File: config.mk
export PLATFORM = sky130hd
export DESIGN_NAME = iec_ctl
export DESIGN_NICKNAME = d
export VERILOG_FILES = /design/src/logic/iec_pkg.sv /design/src/logic/iec_sync.sv /design/src/logic/iec_lowq.sv /design/src/logic/iec_ctl.sv
export VERILOG_INCLUDE_DIRS = /design/src /design/src/logic
export SDC_FILE = /design/constraint.sdc
export NUM_CORES = 1
export LEC_CHECK = 0
export ABC_AREA = 0
export BUFFER_PORTS_ARGS = -buffer_cell sky130_fd_sc_hd__buf_2
export CORE_MARGIN = 5
export CORE_UTILIZATION = 24
export CTS_BUF_LIST = sky130_fd_sc_hd__clkbuf_2
export CTS_CLUSTER_SIZE = 24
export DETAILED_ROUTE_END_ITERATION = 10
export SLEW_MARGIN = 20
export SYNTH_ARGS = -nofsm -noshare
export SYNTH_HDL_FRONTEND = slang
export SYNTH_SLANG_ARGS = --single-unit
File: constraint.sdc
create_clock -name CLK -period 1.4 [get_ports CLK]
set_input_delay 0.07 -clock CLK [delete_from_list [all_inputs] [get_ports CLK]]
set_output_delay 0.07 -clock CLK [all_outputs]
set_load 0.005 [all_outputs]
File: src/logic/iec_defs.svh
// timing counts, register offsets and field positions of the external control input
`ifndef IEC_DEFS_SVH
`define IEC_DEFS_SVH

`define IEC_CLK_MHZ 40
`define IEC_TICK_NS 1000
`define IEC_TICK_CYC ((`IEC_TICK_NS * `IEC_CLK_MHZ) / 1000)
`define IEC_TICK_W 6
`define IEC_QUAL_MS 40
`define IEC_QUAL_TICKS ((`IEC_QUAL_MS * 1000000) / `IEC_TICK_NS)
`define IEC_QCNT_W 16

`define IEC_ADDR_W 8
`define IEC_OFF_CTRL 8'h00
`define IEC_OFF_STATUS 8'h04
`define IEC_OFF_INT_STAT 8'h08
`define IEC_OFF_INT_MASK 8'h0c

`define IEC_CTRL_MASTER 0
`define IEC_CTRL_MEAS 1
`define IEC_CTRL_EVT_LO 2
`define IEC_CTRL_EVT_HI 3
`define IEC_CTRL_RST 4'h0

`define IEC_ST_RUN 0
`define IEC_ST_LINE_SS 1
`define IEC_ST_LINE_RST 2
`define IEC_ST_LINE_EVT 3

`define IEC_INT_START 0
`define IEC_INT_STOP 1
`define IEC_INT_CLR 2
`define IEC_INT_EVT 3
`define IEC_INT_W 4
`define IEC_INT_RST 4'h0

`endif

File: src/logic/iec_pkg.sv
// types shared by the external control input block
package iec_pkg;
	typedef enum logic [1:0] {EVT_HOLD, EVT_SAVE, EVT_CAPTURE, EVT_NONE} iec_evt_e;
	typedef enum logic {RUN_STOPPED, RUN_ACTIVE} iec_run_e;
endpackage : iec_pkg

File: src/logic/iec_sync.sv
// three-stage synchroniser with agreement filter for one control pin
`timescale 1ns/10ps
`include "iec_defs.svh"
module iec_sync (
	input wire logic clk, // block clock
	input wire logic rst, // synchronous reset, active high
	input wire logic pin, // asynchronous pin level
	output logic level // filtered level, reset high (line idle)
);
	import iec_pkg::*;
	logic ff1_q;
	logic ff2_q;
	logic ff3_q;

	// first stage feeds only the second
	always_ff @(posedge clk) begin
		if (rst) begin
			ff1_q <= 1'b1;
			ff2_q <= 1'b1;
			ff3_q <= 1'b1;
		end else begin
			ff1_q <= pin;
			ff2_q <= ff1_q;
			ff3_q <= ff2_q;
		end
	end

	// a change counts only once stages two and three agree
	always_ff @(posedge clk) begin
		if (rst) begin
			level <= 1'b1;
		end else if (ff2_q == ff3_q) begin
			level <= ff3_q; // RQ13
		end
	end
endmodule : iec_sync

File: src/logic/iec_lowq.sv
// low-pulse qualifier: one pulse per low period that lasts the qualifying tick count
`timescale 1ns/10ps
`include "iec_defs.svh"
module iec_lowq #(
	parameter int QUAL_TICKS = `IEC_QUAL_TICKS // ticks the line must stay low
) (
	input wire logic clk, // block clock
	input wire logic rst, // synchronous reset, active high
	input wire logic tick, // periodic sample strobe
	input wire logic level, // synchronised line level
	output logic hit // one-cycle pulse when qualified
);
	import iec_pkg::*;
	logic [`IEC_QCNT_W-1:0] cnt_q;
	logic armed_q;
	logic fire;

	assign fire = tick && !level && armed_q && (cnt_q == QUAL_TICKS[`IEC_QCNT_W-1:0] - 1'b1);

	// counter restarts whenever the line is seen high
	always_ff @(posedge clk) begin
		if (rst) begin
			cnt_q <= '0;
		end else if (tick) begin
			if (level || !armed_q) begin
				cnt_q <= '0; // RQ13
			end else begin
				cnt_q <= cnt_q + 1'b1;
			end
		end
	end

	// one acceptance per low assertion; rearm only on a high sample
	always_ff @(posedge clk) begin
		if (rst) begin
			armed_q <= 1'b1;
		end else if (fire) begin
			armed_q <= 1'b0; // RQ14
		end else if (tick && level) begin
			armed_q <= 1'b1; // RQ14
		end
	end

	always_ff @(posedge clk) begin
		if (rst) begin
			hit <= 1'b0;
		end else begin
			hit <= fire;
		end
	end
endmodule : iec_lowq

File: src/logic/iec_ctl.sv
// external integration control: start/stop, accumulator clear and event lines with APB registers
// How it works
// RQ1 - a reset line held low for at least 40 ms clears the integration accumulator.
// RQ2 - an accumulator clear is honoured only while integration is stopped.
// RQ3 - a high-to-low change on the start/stop line starts integration.
// RQ4 - a low-to-high change on the start/stop line stops integration.
// RQ5 - an event line held low for at least 40 ms fires the configured event action.
// RQ6 - an event request while integration runs is ignored.
// RQ7 - the controller waits 250 ms (1 s with auto-save) after a stop before reset or event; the controller model here waits GAP_CYC = 200 cycles.
// RQ8 - the lines are acted on only when the unit is configured as master.
// RQ9 - the lines are acted on only while the measurement view is active.
// RQ10 - external start/stop and reset share one command path with the panel keys.
// RQ11 - the controller drives bounce-free levels on every line.
// RQ12 - the event action is data hold, manual save or screen capture.
// RQ13 - each line is synchronised, sampled on a periodic tick, and low-qualified by a restarting counter; the start/stop line is not low-qualified here.
// RQ14 - a qualified reset or event is taken once per low; the line must go high again first.
//
// Chosen here: the placing of the registers and the APB register port.
`timescale 1ns/10ps
`include "iec_defs.svh"
module iec_ctl #(
	parameter int QUAL_TICKS = `IEC_QUAL_TICKS // low-qualify time in sample ticks
) (
	input wire logic CLK, // 40 MHz block clock
	input wire logic SYS_RST, // synchronous reset, active high
	input wire logic PIN_SS_N, // start/stop line, low = run
	input wire logic PIN_CLR_N, // accumulator reset line, active low
	input wire logic PIN_EVT_N, // event line, active low
	input wire logic KEY_START_STOP, // panel start/stop key pulse
	input wire logic KEY_DATA_RESET, // panel data reset key pulse
	input wire logic PSEL, // apb select
	input wire logic PENABLE, // apb enable
	input wire logic PWRITE, // apb direction
	input wire logic [`IEC_ADDR_W-1:0] PADDR, // apb byte address
	input wire logic [31:0] PWDATA, // apb write data
	output logic [31:0] PRDATA, // apb read data
	output logic PREADY, // apb ready
	output logic PSLVERR, // apb error on unmapped address
	output logic CMD_START, // start integration pulse
	output logic CMD_STOP, // stop integration pulse
	output logic CMD_ACC_CLR, // clear accumulator pulse
	output logic CMD_HOLD, // data hold event pulse
	output logic CMD_SAVE, // manual save event pulse
	output logic CMD_CAPTURE, // screen capture event pulse
	output iec_pkg::iec_run_e RUN_STATE, // integration state
	output logic IRQ // level interrupt
);
	import iec_pkg::*;

	logic ss_lvl;
	logic clr_lvl;
	logic evt_lvl;
	logic [`IEC_TICK_W-1:0] tick_cnt_q;
	logic tick_q;
	logic ss_samp_q;
	logic clr_hit;
	logic evt_hit;
	logic [3:0] ctrl_q;
	logic [`IEC_INT_W-1:0] int_stat_q;
	logic [`IEC_INT_W-1:0] int_mask_q;
	logic [`IEC_INT_W-1:0] int_set;
	iec_run_e run_q;
	logic running;
	logic gate;
	logic ext_fall;
	logic ext_rise;
	logic start_req;
	logic stop_req;
	logic clr_req;
	logic evt_go;
	iec_evt_e evt_sel;
	logic wr_en;
	logic rd_setup;
	logic mapped;

	// true when an address hits one of the four words
	function automatic logic addr_hit(input logic [`IEC_ADDR_W-1:0] a);
		addr_hit = (a == `IEC_OFF_CTRL) || (a == `IEC_OFF_STATUS) ||
			(a == `IEC_OFF_INT_STAT) || (a == `IEC_OFF_INT_MASK);
	endfunction : addr_hit

	// pin synchronisers
	iec_sync u_sync_ss (.clk(CLK), .rst(SYS_RST), .pin(PIN_SS_N), .level(ss_lvl));
	iec_sync u_sync_clr (.clk(CLK), .rst(SYS_RST), .pin(PIN_CLR_N), .level(clr_lvl));
	iec_sync u_sync_evt (.clk(CLK), .rst(SYS_RST), .pin(PIN_EVT_N), .level(evt_lvl));

	// periodic sample tick; slow sampling also rides over short glitches
	always_ff @(posedge CLK) begin
		if (SYS_RST) begin
			tick_cnt_q <= '0;
			tick_q <= 1'b0;
		end else if (tick_cnt_q == `IEC_TICK_W'(`IEC_TICK_CYC - 1)) begin
			tick_cnt_q <= '0;
			tick_q <= 1'b1; // RQ13
		end else begin
			tick_cnt_q <= tick_cnt_q + 1'b1;
			tick_q <= 1'b0;
		end
	end

	// start/stop line sampled on the tick for edge detection
	always_ff @(posedge CLK) begin
		if (SYS_RST) begin
			ss_samp_q <= 1'b1;
		end else if (tick_q) begin
			ss_samp_q <= ss_lvl; // RQ13
		end
	end

	// low qualifiers for the reset and event lines
	iec_lowq #(.QUAL_TICKS(QUAL_TICKS)) u_q_clr (.clk(CLK), .rst(SYS_RST), .tick(tick_q),
		.level(clr_lvl), .hit(clr_hit));
	iec_lowq #(.QUAL_TICKS(QUAL_TICKS)) u_q_evt (.clk(CLK), .rst(SYS_RST), .tick(tick_q),
		.level(evt_lvl), .hit(evt_hit));

	// external requests need master role and measurement view
	assign gate = ctrl_q[`IEC_CTRL_MASTER] && ctrl_q[`IEC_CTRL_MEAS]; // RQ8 RQ9
	assign running = (run_q == RUN_ACTIVE);
	assign ext_fall = tick_q && ss_samp_q && !ss_lvl;
	assign ext_rise = tick_q && !ss_samp_q && ss_lvl;
	assign evt_sel = iec_evt_e'(ctrl_q[`IEC_CTRL_EVT_HI:`IEC_CTRL_EVT_LO]);

	// keys and pins merge into one command path
	assign start_req = !running && ((ext_fall && gate) || KEY_START_STOP); // RQ3 RQ10
	assign stop_req = running && ((ext_rise && gate) || KEY_START_STOP); // RQ4 RQ10
	assign clr_req = !running && ((clr_hit && gate) || KEY_DATA_RESET); // RQ1 RQ2 RQ10
	assign evt_go = !running && evt_hit && gate; // RQ5 RQ6

	// integration state
	always_ff @(posedge CLK) begin
		if (SYS_RST) begin
			run_q <= RUN_STOPPED;
		end else begin
			case (run_q)
				RUN_STOPPED: begin
					if (start_req) begin
						run_q <= RUN_ACTIVE; // RQ3
					end
				end
				RUN_ACTIVE: begin
					if (stop_req) begin
						run_q <= RUN_STOPPED; // RQ4
					end
				end
				default: begin
					run_q <= RUN_STOPPED;
				end
			endcase
		end
	end
	assign RUN_STATE = run_q;

	// command pulses, all registered
	always_ff @(posedge CLK) begin
		if (SYS_RST) begin
			CMD_START <= 1'b0;
			CMD_STOP <= 1'b0;
			CMD_ACC_CLR <= 1'b0;
		end else begin
			CMD_START <= start_req; // RQ3
			CMD_STOP <= stop_req; // RQ4
			CMD_ACC_CLR <= clr_req; // RQ1
		end
	end

	// event action by configured selection; none selected means nothing fires
	always_ff @(posedge CLK) begin
		if (SYS_RST) begin
			CMD_HOLD <= 1'b0;
			CMD_SAVE <= 1'b0;
			CMD_CAPTURE <= 1'b0;
		end else begin
			CMD_HOLD <= evt_go && (evt_sel == EVT_HOLD); // RQ5 RQ12
			CMD_SAVE <= evt_go && (evt_sel == EVT_SAVE); // RQ12
			CMD_CAPTURE <= evt_go && (evt_sel == EVT_CAPTURE); // RQ12
		end
	end

	// apb decode: zero wait states, read data latched in the setup cycle
	assign mapped = addr_hit(PADDR);
	assign wr_en = PSEL && PENABLE && PWRITE && mapped;
	assign rd_setup = PSEL && !PENABLE && !PWRITE;
	assign PREADY = 1'b1;
	assign PSLVERR = PSEL && PENABLE && !mapped;

	// control register
	always_ff @(posedge CLK) begin
		if (SYS_RST) begin
			ctrl_q <= `IEC_CTRL_RST;
		end else if (wr_en && PADDR == `IEC_OFF_CTRL) begin
			ctrl_q <= PWDATA[3:0];
		end
	end

	// mask register
	always_ff @(posedge CLK) begin
		if (SYS_RST) begin
			int_mask_q <= `IEC_INT_RST;
		end else if (wr_en && PADDR == `IEC_OFF_INT_MASK) begin
			int_mask_q <= PWDATA[`IEC_INT_W-1:0];
		end
	end

	// sticky status; a new event wins over a write-one clear in the same cycle
	assign int_set = {evt_go, clr_req, stop_req, start_req};
	always_ff @(posedge CLK) begin
		if (SYS_RST) begin
			int_stat_q <= `IEC_INT_RST;
		end else if (wr_en && PADDR == `IEC_OFF_INT_STAT) begin
			int_stat_q <= (int_stat_q & ~PWDATA[`IEC_INT_W-1:0]) | int_set;
		end else begin
			int_stat_q <= int_stat_q | int_set;
		end
	end

	always_ff @(posedge CLK) begin
		if (SYS_RST) begin
			IRQ <= 1'b0;
		end else begin
			IRQ <= |(int_stat_q & int_mask_q);
		end
	end

	// read data mux
	always_ff @(posedge CLK) begin
		if (SYS_RST) begin
			PRDATA <= '0;
		end else if (rd_setup) begin
			case (PADDR)
				`IEC_OFF_CTRL: PRDATA <= {28'h0000000, ctrl_q};
				`IEC_OFF_STATUS: PRDATA <= {28'h0000000, evt_lvl, clr_lvl, ss_lvl, running};
				`IEC_OFF_INT_STAT: PRDATA <= {28'h0000000, int_stat_q};
				`IEC_OFF_INT_MASK: PRDATA <= {28'h0000000, int_mask_q};
				default: PRDATA <= '0;
			endcase
		end
	end
endmodule : iec_ctl

==> impl_metrics.py, run 1 <==
metrics = {
    "floorplan": {
        "rows": 46,
        "die_h_um": 136,
        "io-pin-count": 92,
        "die-area_um2": 18600,
        "start_util_pct": 24.3,
        "fp.dieW_um": 136,
        "core_um2": 15800,
    },
    "sta": {
        "min_period_ps": 1470,
        "fin_crit_sh_pct": 105,
        "drv_slew": 0,
        "finalHoldViolCount": 0,
        "fin_skew_ps": 18.6,
        "finalSetupViolCount": 4,
        "max_slew_margin_pct": 64.2,
        "whs_ps": 57.6,
        "rsz0062_at_grt": "yes",
        "timing.final.ws_setup_ps": -71.3,
        "worstMarginPinSlew_ps": 536,
        "fmax_mhz": 680,
    },
    "route": {
        "wire_per_inst_um": 12.6,
        "route.vias.total": 3372,
        "antenna_left": 0,
        "drtPass1Iterations": 5,
        "wirelength_um": 9300,
        "viasPerCell": 4.55,
        "first_iter_violations": 85,
        "drcViolationCount": 0,
    },
    "logic_synthesis": {
        "synth_seq_cells": 80,
        "synthCells": 430,
        "synth_top_area_cell": "dfxtp_1",
        "syn-cell-area_um2": 3830,
        "synthArstFlopShare_pct": 0,
        "synth_edf_count": 0,
        "ys_types": 59,
        "synth_ff_type": "dfxtp_1",
        "synth.area.top_cells": "dfxtp_1 (42%), buf_4 (6.5%), nor2_1 (4.3%)",
        "yosys_warnings": 0,
        "netlist.area_leader.share_pct": 41.8,
        "synth.avg_cell_area_um2": 8.91,
        "seq_area_frac_synth_pct": 41.8,
    },
    "critical_path": {
        "critPathArrivalTime_ps": 1930,
        "critPathLaunch": "u_q_clr.cnt_q[0]",
        "start_kind": "flip-flop",
        "required_ps": 1860,
        "r2r_slack_ps": -70,
        "slowest_stage": "or4_4",
        "crit_fanout": 4,
        "rr_startpoint": "u_q_clr.cnt_q[0]",
        "endpoint_kind": "flip-flop",
        "worstRegToRegCells": 5,
        "r2r-end": "u_q_clr.cnt_q[12]",
        "critical_path.cell_chain": "ha_4, and4_4, nand3_4, or4_4, a21oi_2",
        "slowest_delay_ps": 420,
        "crit_path_end": "u_q_clr.cnt_q[12]",
        "crit_type": "reg2reg",
    },
    "global_routing": {
        "grt_pass1_wl_um": 15300,
        "overflow": 0,
        "track_usage_pct": 9.99,
        "antenna_found_initial": 0,
        "first_global_vias": 3218,
        "grt_max_degree": 20,
    },
    "power": {
        "power-per-cell-area_nw_per_um2": 744,
        "power_leakage_nw": 1.90,
        "power.total_mw": 3.67,
        "vdd_drop_max_mv": 0.499,
    },
    "place": {
        "pre_cts_ws_ps": -185,
        "dp_hpwl_um": 6700,
        "portBuffers": 34,
        "place_congestion": 0.873,
    },
    "clock_network": {
        "clockRootBuffer": "clkbuf_2",
        "cts.clk_slew.worst_paths_ps": 230,
        "cts_htree_levels": 3,
        "clock_sinks": 80,
        "tritoncts": "done",
        "insertion_delay_ps": 510,
        "cts_made_buffers": 9,
        "clockBufferDepth": 2,
    },
    "layout": {
        "syn_to_final_growth_pct": 28.9,
        "layout-drive-gt1-share_pct": 32.2,
        "final_nets": 573,
        "utilization_pct": 31.3,
        "antenna_cells": 0,
    },
    "outcome": {
        "violations": "negative setup slack",
        "status": "finished with violations",
    },
    "worst_hold_path": {
        "whs_path_depth": 6,
        "hold_path_class": "in2reg",
    },
    "flow_run": {
        "maxCapViolCount": 0,
    },
}
-- how the worst min path moves through the flow --
stage                          from                to
after floorplan           PIN_CLR_N  u_sync_clr.ff1_q
after global placement     PIN_SS_N   u_sync_ss.ff1_q
after CTS                  PADDR[6]         ctrl_q[0]
after detailed placement  PIN_EVT_N  u_sync_evt.ff1_q
after global routing       PADDR[6]         ctrl_q[0]
final                      PADDR[6]         ctrl_q[0]
-- timing repair --
action,in CTS,in global routing
endpoints found under the setup margin,24,30
gates resized for setup,29,37
endpoints found under the hold margin,31,0
hold buffers,17,0
pin swaps,9,17
setup buffers,2,5
gates cloned,0,1
-- layout by cell type, fill, tap and decap left out, types with 5 or more instances in the layout --
cell type      count
a31oi_1            5
or2_2              9
nor2_1            42
nand3_1           17
inv_1              7
a311oi_1           6
o21ai_0           12
conb_1            29
buf_2             35
dlygate4sd3_1     17
dfxtp_4            6
buf_6              5
buf_4             49
mux2i_1           12
clkbuf_2           9
and2_1             6
dfxtp_2            9
nand2_1           28
o211ai_1           5
dfxtp_1           65
nor3_1             7
a21oi_1           24
nand4_1           12
-- critical path, delay by kind of cell, from the launching register on --
family                   cells  cell delay [ps]
AND/OR/NAND/NOR              3              730
AO/OA/AOI/OAI                1              140
flip-flops                   1              410
adder cells (fa/ha/maj)      1              130
-- synth_stat cells (2+ instances only) --
cell type  instances
xor2_1             3
and4_1             7
o211ai_1           5
or2_2              9
nor4b_1            5
o21ai_0           16
a22oi_1            4
nand4b_1           4
conb_1             2
dfxtp_1           80
nor3_1             8
nand2b_1           3
buf_4             33
mux4_2             4
a31o_2             3
clkbuf_1          10
nand3b_1           3
mux2i_1           12
inv_1              7
a41oi_1            3
and3_1             7
ha_1               3
a21oi_1           27
or4_1              6
a31oi_1            5
nand3_1           19
nor3b_1            4
nand4_1           12
nor2_1            44
or3_1              2
and2_1             7
buf_2              9
nand2_1           29
a311oi_1           7
xnor2_1            2
nor4_1             3
-- power by group --
| part | total (mW) | internal, mW | switching (mW) |
|---|---|---|---|
| sequential | 2.32 | 2.30 | 0.0216 |
| clock | 1.10 | 0.252 | 0.844 |
| combinational | 0.254 | 0.120 | 0.134 |
-- layer usage --
layer	part of all wire [%]	up-vias	global-route usage [%]
li1	-	1689	-
met1	46	1600	12.8
met2	49	72	16.8
met3	3.9	11	1.85
met4	1.2	0	3.53
met5	0	-	0
-- layout make-up --
type	count	area (um2)
well taps	216	270
multi-input cells	315	2120
clock buffers	9	45.0
fillers	1681	10800
clock inverters	7	52.6
flip-flops and latches	80	1640
inverters	7	26.3
repair buffers	107	785
-- state kept, by name (all words and copies together), names as in the netlist, 4 cells and up --
signal         cells
tick_cnt_q         6
u_q_evt.cnt_q     16
int_mask_q         4
int_stat_q         4
u_q_clr.cnt_q     16
PRDATA             4
ctrl_q             4
-- cell families after synthesis --
| kind of cell | Yosys count | share of synthesized area [%] |
|---|---|---|
| mux | 16 | 5.49 |
| buf+inv | 62 | 9.83 |
| flops | 80 | 41.8 |
| fa+ha+maj | 3 | 0.980 |
| simple gates | 183 | 27.3 |
| other cells | 2 | 0.196 |
| compound gates | 79 | 13.3 |
| xor+xnor | 5 | 1.14 |
-- metrics by stage --
| stage | TNS, ps | instances | instance area [um2] |
|---|---|---|---|
| floorplan | -37.4 | 457 | 3950 |
| global placement | -813 | 700 | 4400 |
| detailed placement | -1730 | 700 | 4400 |
| CTS | -197 | 735 | 4770 |
| global route | -634 | 741 | 4940 |
| finish | -109 | 741 | 4940 |
Note: power is estimated with default switching activity, not from simulation.
==> run 2: changes to the inputs <==
clock period = 1.59 ns   (was 1.4 ns; I/O delays follow)
==> impl_metrics.py, run 2 (synthesis gave the netlist of run 1 again) <==
metrics = {
    "route": {
        "antenna_left": 0,
        "first_iter_violations": 188,
        "viasPerCell": 4.56,
        "drtPass1Iterations": 4,
        "route.vias.total": 3250,
        "wirelength_um": 8800,
        "wire_per_inst_um": 12.4,
        "drcViolationCount": 0,
    },
    "critical_path": {
        "required_ps": 2080,
        "endpoint_kind": "flip-flop",
        "crit_type": "in2reg",
        "crit_fanout": 4,
        "critPathArrivalTime_ps": 2050,
        "start_kind": "primary input",
    },
    "place": {
        "place_congestion": 0.799,
        "dp_hpwl_um": 6240,
        "dpl_cell_area_um2": 4190,
        "portBuffers": 34,
        "pre_cts_ws_ps": -18.0,
    },
    "outcome": {
        "status": "finished, final reports clean",
    },
    "clock_network": {
        "clockRootBuffer": "clkbuf_2",
        "clock_sinks": 80,
        "cts_htree_levels": 3,
        "clockBufferDepth": 2,
        "cts.clk_slew.worst_paths_ps": 270,
        "cts_made_buffers": 9,
        "insertion_delay_ps": 560,
        "tritoncts": "done",
    },
    "global_routing": {
        "grt_max_degree": 29,
        "grt_pass1_wl_um": 14400,
        "antenna_found_initial": 0,
        "overflow": 0,
        "first_global_vias": 3014,
        "track_usage_pct": 9.49,
    },
    "sta": {
        "worstMarginPinSlew_ps": 553,
        "finalSetupViolCount": 0,
        "timing.final.ws_setup_ps": 23.2,
        "finalHoldViolCount": 0,
        "min_period_ps": 1570,
        "drv_slew": 0,
        "max_slew_margin_pct": 63.1,
        "fin_crit_sh_pct": 98.5,
        "fmax_mhz": 638,
        "whs_ps": 60.8,
        "fin_skew_ps": 39.2,
    },
    "layout": {
        "layout-drive-gt1-share_pct": 24.2,
        "final_area_um2": 4600,
        "final_nets": 544,
        "reg_top3": "u_q_clr.cnt_q (16), u_q_evt.cnt_q (16), tick_cnt_q (6)",
        "antenna_cells": 0,
        "final_common_cell": "dfxtp_1",
        "final_cell_mix": "dfxtp_1 (68), nor2_1 (43), buf_2 (34)",
        "syn_to_final_growth_pct": 20.0,
    },
    "flow_run": {
        "maxCapViolCount": 0,
    },
    "power": {
        "vdd_drop_max_mv": 0.499,
        "power_leakage_nw": 1.73,
        "power-per-cell-area_nw_per_um2": 756,
        "power.total_mw": 3.48,
    },
    "floorplan": {
        "io-pin-count": 92,
        "fp.dieW_um": 136,
        "die-area_um2": 18600,
        "rows": 46,
        "die_h_um": 136,
        "start_util_pct": 24.3,
        "core_um2": 15800,
    },
    "worst_hold_path": {
        "hold_path_class": "in2reg",
    },
}
run 2: critical path, stage by stage:
cell and delay, ps:
dlygate4sd3_1 540, buf_2 120, nor2_1 190, nand2_1 90, dlygate4sd3_1 600, o41ai_1 320
a21oi_1 110
run 2: what timing repair did:
| item | 4_1_cts | 5_1_grt |
|---|---|---|
| pin swaps | 0 | 4 |
| setup endpoints to repair | 4 | 15 |
| resized for setup | 4 | 22 |
| buffers inserted | 0 | 2 |
| endpoints found under the hold margin | 32 | 0 |
| hold buffers | 20 | 0 |
run 2: power breakdown:
group          total, mW  switching (mW)  internal (mW)
sequential          2.06          0.0217           2.04
clock               1.20           0.802          0.398
combinational      0.216           0.113          0.103
run 2: cell type report:
| cell class | instances | area [um2] |
|---|---|---|
| Tap cell | 216 | 270 |
| Multi-Input combinational cell | 315 | 2000 |
| Clock buffer | 9 | 45.0 |
| Timing Repair Buffer | 78 | 551 |
| Sequential cell | 80 | 1620 |
| Inverter | 7 | 26.3 |
| Clock inverter | 7 | 83.8 |
| Fill cell | 1694 | 11200 |
run 2: final timing paths:
| kind | from | endpoint | slack [ps] | cells past startpoint |
|---|---|---|---|---|
| worst max-delay path | PADDR[7] | int_stat_q[3] | 20 | 7 |
| worst min-delay path | PADDR[5] | int_stat_q[1] | 60 | 5 |
| worst max register to register | u_q_clr.cnt_q[0] | u_q_clr.cnt_q[14] | 70 | 5 |
| worst min register to register | u_sync_evt.ff1_q | u_sync_evt.ff2_q | 450 | 1 |
run 2: routing by layer:
layer / vias up / GRT usage (%) / wire (um)
li1: 1631 / - / -
met1: 1524 / 12.0 / 4100
met2: 86 / 15.5 / 4110
met3: 9 / 3.29 / 489
met4: 0 / 2.41 / 95
met5: - / 0 / 0
run 2: stage by stage:
stage                     TNS, ps  instances  util [%]
after detailed placement    -24.1        674      26.6
after CTS                       0        710      28.7
after global routing        -25.6        712      29.1
after global placement          0        674      26.6
after floorplan                 0        457         -
final                           0        712      29.1
==> run 3: changes to the inputs <==
CORE_ASPECT_RATIO = 0.6   (was not set)
HOLD_SLACK_MARGIN = 0.06   (was not set)
==> impl_metrics.py, run 3 (synthesis gave the netlist of run 1 again) <==
metrics = {
    "floorplan": {
        "io-pin-count": 92,
        "rows": 35,
        "core_um2": 15500,
        "start_util_pct": 24.7,
        "die-area_um2": 18700,
        "die_h_um": 108,
        "fp.dieW_um": 173,
    },
    "clock_network": {
        "clock_sinks": 80,
        "clockRootBuffer": "clkbuf_2",
        "cts.clk_slew.worst_paths_ps": 220,
        "clockBufferDepth": 2,
        "tritoncts": "done",
        "holdBufCountCts": 25,
        "insertion_delay_ps": 560,
        "cts_htree_levels": 3,
        "cts_made_buffers": 9,
    },
    "route": {
        "viasPerCell": 4.72,
        "drcViolationCount": 0,
        "antenna_left": 0,
        "first_iter_violations": 213,
        "route.vias.total": 3356,
        "wire_per_inst_um": 13.4,
        "wirelength_um": 9500,
        "drtPass1Iterations": 4,
    },
    "place": {
        "place_congestion": 0.853,
        "portBuffers": 34,
        "dp_hpwl_um": 6850,
        "dpl_cell_area_um2": 4220,
        "pre_cts_ws_ps": -33.5,
    },
    "layout": {
        "layout-drive-gt1-share_pct": 24.3,
        "final_area_um2": 4740,
        "final_common_cell": "dfxtp_1",
        "final-seq-area_um2": 1610,
        "syn_to_final_growth_pct": 23.7,
        "filler_cell_count": 1613,
        "final_cell_mix": "dfxtp_1 (72), nor2_1 (42), buf_2 (34)",
        "reg_top3": "u_q_clr.cnt_q (16), u_q_evt.cnt_q (16), tick_cnt_q (6)",
        "final_nets": 554,
        "multi_input_area_um2": 2020,
    },
    "sta": {
        "fin_crit_sh_pct": 100,
        "timing.final.ws_setup_ps": -6.99,
        "drv_slew": 0,
        "tns_ps": -6.99,
        "min_period_ps": 1600,
        "whs_ps": -4.89,
        "finalHoldViolCount": 1,
        "finalSetupViolCount": 1,
        "fin_skew_ps": 21.0,
        "fmax_mhz": 626,
    },
    "critical_path": {
        "crit_type": "in2reg",
        "critPathLaunch": "PADDR[7]",
        "crit_path_end": "int_mask_q[3]",
        "r2r_slack_ps": 40,
        "endpoint_kind": "flip-flop",
        "start_kind": "primary input",
        "critPathArrivalTime_ps": 2070,
        "r2r-end": "u_q_evt.armed_q",
        "slowest_delay_ps": 560,
        "crit_fanout": 4,
        "required_ps": 2060,
        "slowest_stage": "dlygate4sd3_1",
        "cp_common_cell": "dlygate4sd3_1",
        "rr_startpoint": "u_q_evt.cnt_q[0]",
        "worstRegToRegCells": 5,
        "critical_path.cell_chain": "dlygate4sd3_1, buf_2, nor2_2, and4_2, mux2i_1, nor2_1, dlygate4sd3_1",
    },
    "flow_run": {
        "maxCapViolCount": 0,
    },
    "power": {
        "power-per-cell-area_nw_per_um2": 809,
        "power_leakage_nw": 1.79,
        "vdd_drop_max_mv": 0.372,
    },
    "worst_hold_path": {
        "hold_path_class": "in2reg",
        "hp-start": "PADDR[0]",
    },
    "global_routing": {
        "track_usage_pct": 9.92,
        "first_global_vias": 3088,
        "grt_max_degree": 20,
        "overflow": 0,
        "antenna_found_initial": 0,
        "grt_pass1_wl_um": 15300,
    },
    "outcome": {
        "violations": "negative hold slack, negative setup slack",
        "status": "finished with violations",
    },
}
-- run 3: cell count changes in the layout (fill, tap and decap cells not counted), sizes merged --
cell          previous run  this run
clkinv                   0         3
inv                     12         7
dlymetal6s4s             0         1
diode                    0         2
clkinvlp                 1         0
bufinv                   1         4
dlygate4sd3             20        24
buf                     58        63
-- run 3: stage by stage --
step | cells | power (mW) | util (%)
final | 711 | 3.83 | 30.6
after global routing | 709 | 3.98 | 30.5
after CTS | 709 | 3.87 | 30.0
after detailed placement | 668 | 2.28 | 27.2
after global placement | 668 | 2.27 | 27.2
after floorplan | 457 | 2.26 | -
-- run 3: final cells by class --
class,count,share of cell area [%]
tap,203,5.36
multi-input combinational,315,42.7
clock inverter,7,2.82
sequential,80,34.0
clock buffer,9,0.950
timing repair buffer,88,13.5
inverter,7,0.554
antenna,2,0.106
-- run 3: worst min-delay path by stage --
| stage | endpoint | slack, ps | depth (start not counted) |
|---|---|---|---|
| 4_1_cts | int_stat_q[0] | -70 | 5 |
| 3_3_place_gp | u_sync_ss.ff1_q | 260 | 2 |
| 3_5_place_dp | u_sync_evt.ff1_q | 260 | 2 |
| 5_1_grt | int_stat_q[0] | -5 | 5 |
| 2_1_floorplan | u_sync_clr.ff1_q | 180 | 1 |
| 6_report | int_stat_q[0] | -5 | 5 |
-- run 3: critical path: cells and delay by family --
family                 cells  cell delay (ps)
and+or+nand+nor            3              540
buffers and inverters      3             1250
muxes                      1              200
-- run 3: repair_timing --
item | in CTS | in global routing
gates resized for setup | 4 | 22
pin swaps | 0 | 3
setup buffers | 0 | 0
endpoints found under the setup margin | 8 | 21
endpoints found under the hold margin | 32 | 1
-- run 3: metal layers --
| metal | vias up | GRT usage (%) | wire length, um |
|---|---|---|---|
| met4 | 0 | 2.50 | 78 |
| met5 | - | 0 | 0 |
| li1 | 1658 | - | - |
| met2 | 95 | 13.9 | 4100 |
| met1 | 1594 | 14.8 | 4860 |
| met3 | 9 | 2.67 | 465 |
-- run 3: report_power, final --
group | leakage (nW) | internal (mW) | switching, mW
clock | 0.103 | 0.824 | 0.727
combinational | 1.04 | 0.107 | 0.118
sequential | 0.652 | 2.04 | 0.0211
total | 1.79 | 2.97 | 0.866
